==> config.mk <==
export PLATFORM = sky130hd
export DESIGN_NAME = tmc_timer_pair
export DESIGN_NICKNAME = d
export VERILOG_FILES = /design/src/rtl/tmc_pkg.sv /design/src/rtl/tmc_edge_detect.sv /design/src/rtl/tmc_timer_pair.sv
export SDC_FILE = /design/constraint.sdc
export NUM_CORES = 1
export LEC_CHECK = 0
export ABC_CLOCK_PERIOD_IN_PS = 2700
export BUFFER_PORTS_ARGS = -buffer_cell sky130_fd_sc_hd__buf_4
export CELL_PAD_IN_SITES_DETAIL_PLACEMENT = 1
export CELL_PAD_IN_SITES_GLOBAL_PLACEMENT = 1
export CORE_ASPECT_RATIO = 1.75
export CORE_MARGIN = 5
export CORE_UTILIZATION = 45
export CTS_CLUSTER_DIAMETER = 100
export DETAILED_ROUTE_END_ITERATION = 10
export GPL_ROUTABILITY_DRIVEN = 0
export GPL_TIMING_DRIVEN = 0
export PLACE_DENSITY = 0.91
export SYNTH_ARGS = -nofsm -noshare
export SYNTH_HDL_FRONTEND = slang
export SYNTH_SLANG_ARGS = --single-unit
==> constraint.sdc <==
create_clock -name clk_i -period 2.7 [get_ports clk_i]
set_input_delay 0.27 -clock clk_i [delete_from_list [all_inputs] [get_ports clk_i]]
set_output_delay 0.27 -clock clk_i [all_outputs]
set_load 0.02 [all_outputs]
==> src/rtl/tmc_pkg.sv <==
// Shared constants and types for the dual timer/counter pair
package tmc_pkg;

  // ----------------------------------------------------------------
  // Register addresses on the special-function register port
  // ----------------------------------------------------------------
  localparam logic [7:0] TMC_ADDR_MODE = 8'h89;        // Timer mode configuration
  localparam logic [7:0] TMC_ADDR_FIRST_LOW = 8'h8a;   // First timer low half
  localparam logic [7:0] TMC_ADDR_SECOND_LOW = 8'h8b;  // Second timer low half
  localparam logic [7:0] TMC_ADDR_FIRST_HIGH = 8'h8c;  // First timer high half
  localparam logic [7:0] TMC_ADDR_SECOND_HIGH = 8'h8d; // Second timer high half

  // ----------------------------------------------------------------
  // Reset values and read answers
  // ----------------------------------------------------------------
  localparam logic [7:0] TMC_MODE_RESET = 8'h00;   // Mode register after reset
  localparam logic [7:0] TMC_COUNT_RESET = 8'h00;  // Count halves after reset
  localparam logic [7:0] TMC_UNMAPPED_READ = 8'h00; // Answer to other addresses

  // ----------------------------------------------------------------
  // Field positions inside the mode register
  // ----------------------------------------------------------------
  localparam int TMC_POS_SECOND = 4;  // Second timer nibble starts here
  localparam int TMC_POS_FIRST = 0;   // First timer nibble starts here
  localparam int TMC_NIBBLE = 4;      // Width of one timer's control nibble

  // ----------------------------------------------------------------
  // Machine cycle timing
  // ----------------------------------------------------------------
  localparam logic [3:0] TMC_MC_CLOCKS = 4'hc;      // Core clocks per machine cycle
  localparam logic [3:0] TMC_PHASE_LAST = TMC_MC_CLOCKS - 4'h1; // Last phase index
  localparam logic [3:0] TMC_SAMPLE_PHASE = 4'h9;   // Input sample phase slot
  localparam logic [3:0] TMC_UPDATE_PHASE = 4'h4;   // Count update phase slot
  localparam logic [4:0] TMC_PRESCALE_MAX = 5'h1f;  // Top of the 5-bit prescaler
  localparam logic [7:0] TMC_HALF_MAX = 8'hff;      // Top of an 8-bit half

  // ----------------------------------------------------------------
  // Types
  // ----------------------------------------------------------------
  typedef enum logic [1:0] {
    TMC_MODE_PRESCALE = 2'b00,  // 8-bit high half over 5-bit prescaler
    TMC_MODE_CASCADE = 2'b01,   // Full 16-bit count
    TMC_MODE_RELOAD = 2'b10,    // 8-bit low half with reload
    TMC_MODE_SPLIT = 2'b11      // Split halves, or stopped
  } tmc_mode_sel_type;

  typedef struct packed {
    logic gate;                 // Count only while gate pin high
    logic counter_sel;          // Count pin edges instead of cycles
    tmc_mode_sel_type mode;     // Mode field high and low bits
  } tmc_ctrl_type;

  typedef struct packed {
    logic [7:0] high;           // High count half
    logic [7:0] low;            // Low count half
  } tmc_count_type;

  typedef struct packed {
    logic ovf;                  // Step overflowed
    tmc_count_type count;       // Count after the step
  } tmc_step_type;

endpackage : tmc_pkg

==> src/rtl/tmc_edge_detect.sv <==
// Count pin sampler and falling edge detector for one timer
`timescale 1ns/10ps

module tmc_edge_detect (
  input wire logic clk_i,     // Core clock
  input wire logic srst_i,    // Synchronous reset, active high
  input wire logic sample_i,  // Sample phase strobe
  input wire logic update_i,  // Update phase strobe
  input wire logic pin_i,     // External count pin level
  output logic edge_o         // Falling edge waiting to be counted
);

  // ----------------------------------------------------------------
  // Sample history
  // ----------------------------------------------------------------
  logic last_sample;  // Pin level at the previous sample phase
  logic fall_seen;    // High last sample, low this sample

  assign fall_seen = sample_i & last_sample & ~pin_i;

  // Reset to low so a pin already low never yields a false edge
  always_ff @(posedge clk_i) begin
    if (srst_i) begin
      last_sample <= 1'b0;
    end else if (sample_i) begin
      last_sample <= pin_i;
    end
  end

  // ----------------------------------------------------------------
  // Pending edge, held until the next update phase
  // ----------------------------------------------------------------
  // Sample and update phases differ, so set and clear never meet
  always_ff @(posedge clk_i) begin
    if (srst_i) begin
      edge_o <= 1'b0;
    end else if (fall_seen) begin
      edge_o <= 1'b1;
    end else if (update_i) begin
      edge_o <= 1'b0;
    end
  end

  // ----------------------------------------------------------------
  // Checks
  // ----------------------------------------------------------------
  a_edge_detect: assert property (@(posedge clk_i) disable iff (srst_i)
    fall_seen |=> (edge_o && !update_i)[*6] ##1 (edge_o && update_i) ##1 !edge_o)
    else $error("falling edge at sample phase not held");

  a_edge_cause: assert property (@(posedge clk_i) disable iff (srst_i)
    $rose(edge_o) |-> $past(sample_i) && $past(last_sample) && !$past(pin_i))
    else $error("edge flagged without a high-then-low sample pair");

endmodule : tmc_edge_detect

==> src/rtl/tmc_timer_pair.sv <==
// Dual 16-bit timer/counter pair with its mode register
`timescale 1ns/10ps

// Contract
// - Each timer: separate 8-bit high, low halves
// - Timer function counts once per 12-clock cycle
// - Counter samples pin, counts high-then-low pairs
// - Edge count appears at next cycle's update
// - Second gate bit requires gate pin high
// - Second select bit picks pin or cycles
// - Second mode 00: 8-bit over 5-bit prescaler
// - Second mode 01: 16-bit cascade, no prescaler
// - Second mode 10 reloads; 11 stops it
// - First gate bit requires gate pin high
// - First select bit picks pin or cycles
// - First modes 00, 01, 10 as second
// - First mode 11 splits halves between controls
// - Mode register clears to zero at reset
module tmc_timer_pair (
  input wire logic clk_i,                 // Core clock, 200 MHz
  input wire logic srst_i,                // Synchronous reset, active high
  input wire logic [7:0] sfr_addr_i,      // Register address
  input wire logic sfr_wr_i,              // Register write strobe
  input wire logic sfr_rd_i,              // Register read strobe
  input wire logic [7:0] sfr_wdata_i,     // Register write data
  output logic [7:0] sfr_rdata_o,         // Register read data, next cycle
  input wire logic run_control_first_i,   // First timer run bit
  input wire logic run_control_second_i,  // Second timer run bit
  input wire logic gate_input_first_i,    // First timer gate pin
  input wire logic gate_input_second_i,   // Second timer gate pin
  input wire logic count_input_first_i,   // First timer count pin
  input wire logic count_input_second_i,  // Second timer count pin
  output logic first_ovf_o,               // First timer overflow pulse
  output logic second_ovf_o               // Second timer overflow pulse
);

  // ----------------------------------------------------------------
  // Step function shared by both timers
  // ----------------------------------------------------------------
  // Split mode only steps the low half here; the high half of the
  // first timer is stepped on its own tick further down
  function automatic tmc_pkg::tmc_step_type step_count(
    input tmc_pkg::tmc_mode_sel_type mode,
    input tmc_pkg::tmc_count_type cur
  );
    tmc_pkg::tmc_step_type res;
    res.ovf = 1'b0;
    res.count = cur;
    unique case (mode)
      tmc_pkg::TMC_MODE_PRESCALE: begin
        // Upper three low bits are left as written
        if (cur.low[4:0] == tmc_pkg::TMC_PRESCALE_MAX) begin
          res.count.low[4:0] = 5'h00;
          res.count.high = cur.high + 8'h01;
          res.ovf = (cur.high == tmc_pkg::TMC_HALF_MAX);
        end else begin
          res.count.low[4:0] = cur.low[4:0] + 5'h01;
        end
      end
      tmc_pkg::TMC_MODE_CASCADE: begin
        res.count = cur + 16'h0001;
        res.ovf = (cur == 16'hffff);
      end
      tmc_pkg::TMC_MODE_RELOAD: begin
        if (cur.low == tmc_pkg::TMC_HALF_MAX) begin
          res.count.low = cur.high;
          res.ovf = 1'b1;
        end else begin
          res.count.low = cur.low + 8'h01;
        end
      end
      tmc_pkg::TMC_MODE_SPLIT: begin
        res.count.low = cur.low + 8'h01;
        res.ovf = (cur.low == tmc_pkg::TMC_HALF_MAX);
      end
    endcase
    return res;
  endfunction : step_count

  // ----------------------------------------------------------------
  // State
  // ----------------------------------------------------------------
  logic [7:0] timer_mode_config;      // Mode register, both nibbles
  tmc_pkg::tmc_count_type first_count;  // First timer halves
  tmc_pkg::tmc_count_type second_count; // Second timer halves
  logic [3:0] phase;                  // Clock slot within machine cycle

  // ----------------------------------------------------------------
  // Decode
  // ----------------------------------------------------------------
  tmc_pkg::tmc_ctrl_type ctrl_first;  // First timer control nibble
  tmc_pkg::tmc_ctrl_type ctrl_second; // Second timer control nibble
  logic upd_strobe;                   // Count update slot
  logic smp_strobe;                   // Count pin sample slot
  logic wr_mode;                      // Write to mode register
  logic wr_first_low;                 // Write to first low half
  logic wr_first_high;                // Write to first high half
  logic wr_second_low;                // Write to second low half
  logic wr_second_high;               // Write to second high half
  logic any_count_wr;                 // Any count half written

  assign ctrl_first = timer_mode_config[tmc_pkg::TMC_POS_FIRST +: tmc_pkg::TMC_NIBBLE];
  assign ctrl_second = timer_mode_config[tmc_pkg::TMC_POS_SECOND +: tmc_pkg::TMC_NIBBLE];
  assign upd_strobe = (phase == tmc_pkg::TMC_UPDATE_PHASE);
  assign smp_strobe = (phase == tmc_pkg::TMC_SAMPLE_PHASE);
  assign wr_mode = sfr_wr_i && (sfr_addr_i == tmc_pkg::TMC_ADDR_MODE);
  assign wr_first_low = sfr_wr_i && (sfr_addr_i == tmc_pkg::TMC_ADDR_FIRST_LOW);
  assign wr_first_high = sfr_wr_i && (sfr_addr_i == tmc_pkg::TMC_ADDR_FIRST_HIGH);
  assign wr_second_low = sfr_wr_i && (sfr_addr_i == tmc_pkg::TMC_ADDR_SECOND_LOW);
  assign wr_second_high = sfr_wr_i && (sfr_addr_i == tmc_pkg::TMC_ADDR_SECOND_HIGH);
  assign any_count_wr = wr_first_low | wr_first_high | wr_second_low | wr_second_high;

  // ----------------------------------------------------------------
  // Machine cycle phase counter
  // ----------------------------------------------------------------
  always_ff @(posedge clk_i) begin
    if (srst_i) begin
      phase <= 4'h0;
    end else if (phase == tmc_pkg::TMC_PHASE_LAST) begin
      phase <= 4'h0;
    end else begin
      phase <= phase + 4'h1;
    end
  end

  // ----------------------------------------------------------------
  // Count pin edge detectors
  // ----------------------------------------------------------------
  // Pins are slow event inputs; the far end holds each level for a
  // full machine cycle, so one sample per cycle is enough
  logic edge_first;   // Falling edge pending on first count pin
  logic edge_second;  // Falling edge pending on second count pin

  tmc_edge_detect u_edge_first (
    .clk_i(clk_i),
    .srst_i(srst_i),
    .sample_i(smp_strobe),
    .update_i(upd_strobe),
    .pin_i(count_input_first_i),
    .edge_o(edge_first)
  );

  tmc_edge_detect u_edge_second (
    .clk_i(clk_i),
    .srst_i(srst_i),
    .sample_i(smp_strobe),
    .update_i(upd_strobe),
    .pin_i(count_input_second_i),
    .edge_o(edge_second)
  );

  // ----------------------------------------------------------------
  // Run enables and ticks
  // ----------------------------------------------------------------
  logic run_first;        // First timer allowed to count
  logic run_second;       // Second timer allowed to count
  logic src_first;        // First timer count source event
  logic src_second;       // Second timer count source event
  logic split_first;      // First timer in split mode
  logic tick_first;       // Step first timer this clock
  logic tick_second;      // Step second timer this clock
  logic tick_first_high;  // Step first high half in split mode

  assign run_first = run_control_first_i & (~ctrl_first.gate | gate_input_first_i);
  assign run_second = run_control_second_i & (~ctrl_second.gate | gate_input_second_i);
  assign src_first = ctrl_first.counter_sel ? edge_first : 1'b1;
  assign src_second = ctrl_second.counter_sel ? edge_second : 1'b1;
  assign split_first = (ctrl_first.mode == tmc_pkg::TMC_MODE_SPLIT);
  assign tick_first = upd_strobe & run_first & src_first;
  // Second timer mode 11 holds it still
  assign tick_second = upd_strobe & run_second & src_second &
                       (ctrl_second.mode != tmc_pkg::TMC_MODE_SPLIT);
  // Borrowed high half counts cycles only, under the second run bit
  assign tick_first_high = upd_strobe & run_control_second_i & split_first;

  // ----------------------------------------------------------------
  // Next count values; a software write beats a same-cycle tick
  // ----------------------------------------------------------------
  tmc_pkg::tmc_step_type step_first;   // First timer stepped
  tmc_pkg::tmc_step_type step_second;  // Second timer stepped
  logic [7:0] first_high_split;        // First high half in split mode
  logic [7:0] next_first_low;          // First low half next
  logic [7:0] next_first_high;         // First high half next
  logic [7:0] next_second_low;         // Second low half next
  logic [7:0] next_second_high;        // Second high half next
  logic next_first_ovf;                // First overflow next
  logic next_second_ovf;               // Second overflow next

  assign step_first = step_count(ctrl_first.mode, first_count);
  assign step_second = step_count(ctrl_second.mode, second_count);
  assign first_high_split = tick_first_high ? first_count.high + 8'h01 : first_count.high;

  assign next_first_low = wr_first_low ? sfr_wdata_i :
                          tick_first ? step_first.count.low : first_count.low;
  assign next_first_high = wr_first_high ? sfr_wdata_i :
                           split_first ? first_high_split :
                           tick_first ? step_first.count.high : first_count.high;
  assign next_second_low = wr_second_low ? sfr_wdata_i :
                           tick_second ? step_second.count.low : second_count.low;
  assign next_second_high = wr_second_high ? sfr_wdata_i :
                            tick_second ? step_second.count.high : second_count.high;
  assign next_first_ovf = tick_first & step_first.ovf;
  // In split mode the borrowed high half takes the second overflow
  assign next_second_ovf = split_first ?
                           (tick_first_high & (first_count.high == tmc_pkg::TMC_HALF_MAX)) :
                           (tick_second & step_second.ovf);

  // ----------------------------------------------------------------
  // Mode register
  // ----------------------------------------------------------------
  always_ff @(posedge clk_i) begin
    if (srst_i) begin
      timer_mode_config <= tmc_pkg::TMC_MODE_RESET;
    end else if (wr_mode) begin
      timer_mode_config <= sfr_wdata_i;
    end
  end

  // ----------------------------------------------------------------
  // Count halves and overflow pulses
  // ----------------------------------------------------------------
  always_ff @(posedge clk_i) begin
    if (srst_i) begin
      first_count <= {tmc_pkg::TMC_COUNT_RESET, tmc_pkg::TMC_COUNT_RESET};
      second_count <= {tmc_pkg::TMC_COUNT_RESET, tmc_pkg::TMC_COUNT_RESET};
      first_ovf_o <= 1'b0;
      second_ovf_o <= 1'b0;
    end else begin
      first_count <= {next_first_high, next_first_low};
      second_count <= {next_second_high, next_second_low};
      first_ovf_o <= next_first_ovf;
      second_ovf_o <= next_second_ovf;
    end
  end

  // ----------------------------------------------------------------
  // Register read port
  // ----------------------------------------------------------------
  logic [7:0] rd_mux;  // Selected register for a read

  assign rd_mux = (sfr_addr_i == tmc_pkg::TMC_ADDR_MODE) ? timer_mode_config :
                  (sfr_addr_i == tmc_pkg::TMC_ADDR_FIRST_LOW) ? first_count.low :
                  (sfr_addr_i == tmc_pkg::TMC_ADDR_FIRST_HIGH) ? first_count.high :
                  (sfr_addr_i == tmc_pkg::TMC_ADDR_SECOND_LOW) ? second_count.low :
                  (sfr_addr_i == tmc_pkg::TMC_ADDR_SECOND_HIGH) ? second_count.high :
                  tmc_pkg::TMC_UNMAPPED_READ;

  // Data held until the next read strobe
  always_ff @(posedge clk_i) begin
    if (srst_i) begin
      sfr_rdata_o <= 8'h00;
    end else if (sfr_rd_i) begin
      sfr_rdata_o <= rd_mux;
    end
  end

  // ----------------------------------------------------------------
  // Checks
  // ----------------------------------------------------------------
  a_mode_reset: assert property (@(posedge clk_i)
    srst_i |=> (timer_mode_config == 8'h00) && (first_count == 16'h0000))
    else $error("mode register not cleared by reset");

  a_phase_wrap: assert property (@(posedge clk_i) disable iff (srst_i)
    tick_first |=> (!tick_first)[*8] ##1 (!tick_first)[*3])
    else $error("first timer stepped twice within one machine cycle");

  a_timer_tick: assert property (@(posedge clk_i) disable iff (srst_i)
    (phase == 4'h4 && run_first && !ctrl_first.counter_sel) |-> tick_first)
    else $error("timer function missed a machine cycle");

  a_update_phase: assert property (@(posedge clk_i) disable iff (srst_i)
    (!$past(srst_i) && !$past(any_count_wr) && $changed(first_count.low)) |->
    ($past(phase) == 4'h4))
    else $error("count changed outside the update phase");

  a_gate_first: assert property (@(posedge clk_i) disable iff (srst_i)
    (ctrl_first.gate && !gate_input_first_i) |-> !tick_first)
    else $error("first timer ran with gate pin low");

  a_gate_second: assert property (@(posedge clk_i) disable iff (srst_i)
    (ctrl_second.gate && !gate_input_second_i) |-> !tick_second)
    else $error("second timer ran with gate pin low");

  a_counter_edge: assert property (@(posedge clk_i) disable iff (srst_i)
    (tick_first && ctrl_first.counter_sel) |-> edge_first)
    else $error("counter function stepped without a pin edge");

  a_cascade_carry: assert property (@(posedge clk_i) disable iff (srst_i)
    (tick_second && ctrl_second.mode == tmc_pkg::TMC_MODE_CASCADE &&
     second_count.low == 8'hff && !any_count_wr)
    |=> second_count.low == 8'h00 && second_count.high == $past(second_count.high) + 8'h01)
    else $error("16-bit mode failed to carry into the high half");

  a_reload_low: assert property (@(posedge clk_i) disable iff (srst_i)
    (tick_first && ctrl_first.mode == tmc_pkg::TMC_MODE_RELOAD &&
     first_count.low == 8'hff && !any_count_wr)
    |=> first_count.low == $past(first_count.high) && first_ovf_o)
    else $error("reload mode did not reload the low half");

  a_prescale_carry: assert property (@(posedge clk_i) disable iff (srst_i)
    (tick_first && ctrl_first.mode == tmc_pkg::TMC_MODE_PRESCALE &&
     first_count.low[4:0] == 5'h1f && !any_count_wr)
    |=> first_count.high == $past(first_count.high) + 8'h01 && first_count.low[4:0] == 5'h00)
    else $error("prescaler overflow did not step the high half");

  a_second_stop: assert property (@(posedge clk_i) disable iff (srst_i)
    (ctrl_second.mode == tmc_pkg::TMC_MODE_SPLIT && !wr_second_low && !wr_second_high)
    |=> $stable(second_count))
    else $error("second timer moved while stopped");

  a_split_high: assert property (@(posedge clk_i) disable iff (srst_i)
    (split_first && !run_control_second_i && !wr_first_high) |=> $stable(first_count.high))
    else $error("split high half moved without second run bit");

endmodule : tmc_timer_pair

==> summary.md <==
| Metric | Value |
|---|---|
| Status | finished, final reports clean |
| Remaining Overflow, GRT | 0 |
| Synthesized Nets | roughly 570 |
| Maximum root-to-sink buffer count | 2 |
| Post-Synthesis Cell Area | ~0.004 mm^2 |
| Vias in the first global route | roughly 5000 |
| Adder-cell share of the synthesized area | between 5 and 6% |
| RSZ-0062 raised after global routing | no |
| Synth Flop Type | dfxtp_1 |
| Fin nets | approximately 610 |
| Post-DR vias/cell | a little under 7 |
| Tot GR Track Use | just over 30% |
| Critical path peak fanout | 8 |
| First-pass GRT wire length | ~26 mm |
| Core Rows | 46 |
| Min Clock Period, post-route | 2.539 ns |
| Wire length per cell | roughly 24 um |
| Synthesized area per cell | between 7 and 8 um^2 |
| Cts hold-fix bufs | 0 |
| P_leak | between 0.0015 and 0.002 uW |
| Clk Latency, worst-skew pair | 0.34 ns |
| 1st-pass router iterations | 5 |
| Slew @ Worst Pin | 0.9656 ns |
| Post-synth EDFFs | 0 |
| Crit-path cells | ha_2 -> nand3_1 -> inv_2 -> ha_4 -> mux2i_1 -> o32a_4 -> or3_1 -> a311oi_1 |
| Filler cell count | approximately 1100 |
| TritonCTS clock tree | yes |
| # setup viols final | 0 |
| Post-Synthesis Cells | ~520 |
| DIE AREA | 0.01117 mm^2 |
| Worst Clk Skew | roughly 0.0085 ns |
| Most common cell after layout, fill and taps aside | nor2_1 |
| Arr. time, crit path | between 2 and 3 ns |
| Max incr delay on CP | approximately 0.43 ns |
| Die X | about 82 um |
| Crit start category | flop |
| Post-Route WL | around 17 mm |
| Largest net degree at the start of global routing | 12 |
| Core Area | between 0.008 and 0.009 mm^2 |
| Initial core utilization | 45.57% |
| CTS buffer count | 9 |
| 1st-iter DRT viols | 360 |
| Worst hold path type | in -> reg |
| Mux contribution to synthesized area | ~2.2% |
| Synth top area cells | dfxtp_1 (28%), ha_1 (5.5%), nor2_1 (5.5%), nand2_1 (3.5%), nand4_1 (3.2%) |
| Hpwl dp | about 12 mm |
| Synth Register Bits | 58 |
| CP bufs+invs | 1 |
| MaxCap Viol Count | 0 |
| Fraction of registers with async set/reset | 0% |
| H-tree levels | 3 |
| Area delta synth->final | 16.79% |
| Root Driver | clkbuf_16 |
| Critical path class | reg -> reg |
| Cell variety after synth | 68 |
| Largest family of logic cells by synthesized area | simple AND/OR/NAND/NOR gates |
| Synth Area in XOR/XNOR | 2.569% |
| Total I/O pin count | 36 |
| Antenna-violating nets left | 0 |
| Fmax | 393.9 MHz |
| Sequential area share after synthesis | around 28% |
| Total negative slack | 0 ns |
| Clock-pin slew of the registers on the worst-case setup and hold paths | about 0.060 ns |
| Setup bufs post-CTS | 0 |
| Pwr Density | 452.3 mW/mm^2 |
| Fraction of the mapped netlist area in simple logic gates | 30.86% |
| Layout cell share with drive strength beyond 1 | 12.52% |
| Final Max Tran Viols | 0 |
| Complex-gate fraction of the synthesized area | between 20% and 30% |
| Slowest-stage cell, CP | dfxtp_2 |
| Die H | ~140 um |
| Critical Path RT | 2.94 ns |
| Worst hold slack | between 0.15 and 0.2 ns |
| Area leader, netlist | dfxtp_1 |
| Total via count in the routed design | approximately 4800 |
| # diodes | 0 |
| Crit. End Element | flop |
| Remaining DRCs | 0 |
| Slew margin rel. | a little over a third |
| Most frequent cells in the layout | nor2_1 (60), dfxtp_1 (56), nand2_1 (38) |
| Final period util | about 94% |
| Final Hold Fails | 0 |
| Antenna violations before repair | 0 |
| I/O Buffers | 31 |
| Ys Warns | 0 |
| CP top delay family | compound AO/OA/AOI/OAI gates |
| Maximum vdd ir drop | between 200 and 300 uV |
| CTS Sinks | 58 |
| Top cell type's share of synthesized area | 28.38% |
==> per-layer routing <==
layer	GRT usage, %	part of all wire [%]
met4	27.45	9.9
met3	7.029	6.2
met5	0	0
met2	53.24	50
met1	30.19	33
==> stage by stage <==
step | power, uW | setup slack [ns] | cell area, um^2 | cells | util (%)
global route | 2223 | 0.001492 | 4778 | 687 | 53.22
detailed placement | 1082 | -0.1577 | 4474 | 673 | 49.83
finish | 2161 | 0.1610 | 4778 | 687 | 53.22
CTS | 2161 | 0.03643 | 4770 | 689 | 53.12
global placement | 1075 | -0.09648 | 4474 | 673 | 49.83
floorplan | 989.6 | 0.4216 | 4091 | 522 | -
==> path summary, 6_finish.rpt <==
kind	slack, ns	endpoint	cells after the start	from
setup / recovery	0.16	first_count[8]	8	first_count[0]
setup reg to reg	0.16	first_count[8]	8	first_count[0]
hold reg to reg	0.49	sfr_rdata_o[7]	2	sfr_rdata_o[7]
hold / removal	0.17	u_edge_first.last_sample	3	count_input_first_i
==> what timing repair did <==
item                                    4_1_cts  5_1_grt
hold endpoints to repair                      0        0
endpoints found under the setup margin        8        7
gates resized for setup                       3        5
==> flip-flops by register name, summed over array words and instances (netlist names) <==
| register | cells |
|---|---|
| first_count | 16 |
| first_ovf_o | 1 |
| phase | 4 |
| second_count | 16 |
| second_ovf_o | 1 |
| sfr_rdata_o | 8 |
| timer_mode_config | 8 |
| u_edge_first.edge_o | 1 |
| u_edge_first.last_sample | 1 |
| u_edge_second.edge_o | 1 |
| u_edge_second.last_sample | 1 |
==> synth_stat cells, types with 2 or more instances <==
library cell,count
a2111oi_0,8
a211oi_1,16
a21o_1,3
a21oi_1,17
a221oi_1,14
a22oi_1,9
a2bb2oi_1,2
a311oi_1,6
a31oi_1,6
a41o_1,4
and3_1,9
and3b_1,4
and4_1,5
buf_2,3
clkbuf_1,30
dfxtp_1,58
ha_1,18
inv_1,18
mux2i_1,9
nand2_1,38
nand2b_1,6
nand3_1,22
nand3b_1,2
nand4_1,21
nand4b_1,2
nor2_1,60
nor2b_1,10
nor3_1,20
nor3b_1,5
nor4_1,11
nor4_2,2
nor4b_2,2
o2111ai_1,2
o211ai_1,3
o21a_1,2
o21ai_0,23
o21bai_1,3
o22ai_1,3
o32ai_1,3
o41ai_1,2
or3_1,4
xnor2_1,8
xor2_1,4
==> where the power goes <==
group | switching, uW | leakage [uW] | internal, uW | total [uW]
registers | 16.4 | 0.000470 | 870 | 887
clock network | 446 | 0.000131 | 645 | 1090
logic | 117 | 0.00107 | 67.0 | 184
==> tightest hold or removal path: cells and delay by family <==
family	cells	cell delay [ns]
simple gates	1	0.07
mux	1	0.05
buf+inv	1	0.08
==> layout make-up <==
cell class	instances	area (um^2)	share of cell area (%)
Multi-Input combinational cell	410	2741	57.37
Sequential cell	58	1164	24.35
Clock buffer	10	239.0	5.001
Timing Repair Buffer	31	232.7	4.870
Tap cell	120	150.1	3.142
Buffer	34	142.6	2.985
Inverter	18	67.56	1.414
Clock inverter	6	41.29	0.8641
==> logic make-up (layout without fill, tap and decap cells) <==
logic type | count (synthesis) | in the layout
XOR/XNOR | 12 | 12
multiplexers | 9 | 9
flip-flops | 58 | 58
AND/OR/NAND/NOR | 232 | 232
adder cells (fa/ha/maj) | 18 | 18
buffers and inverters | 54 | 99
AO/OA/AOI/OAI | 139 | 139
(Power assumes the default switching activity.)
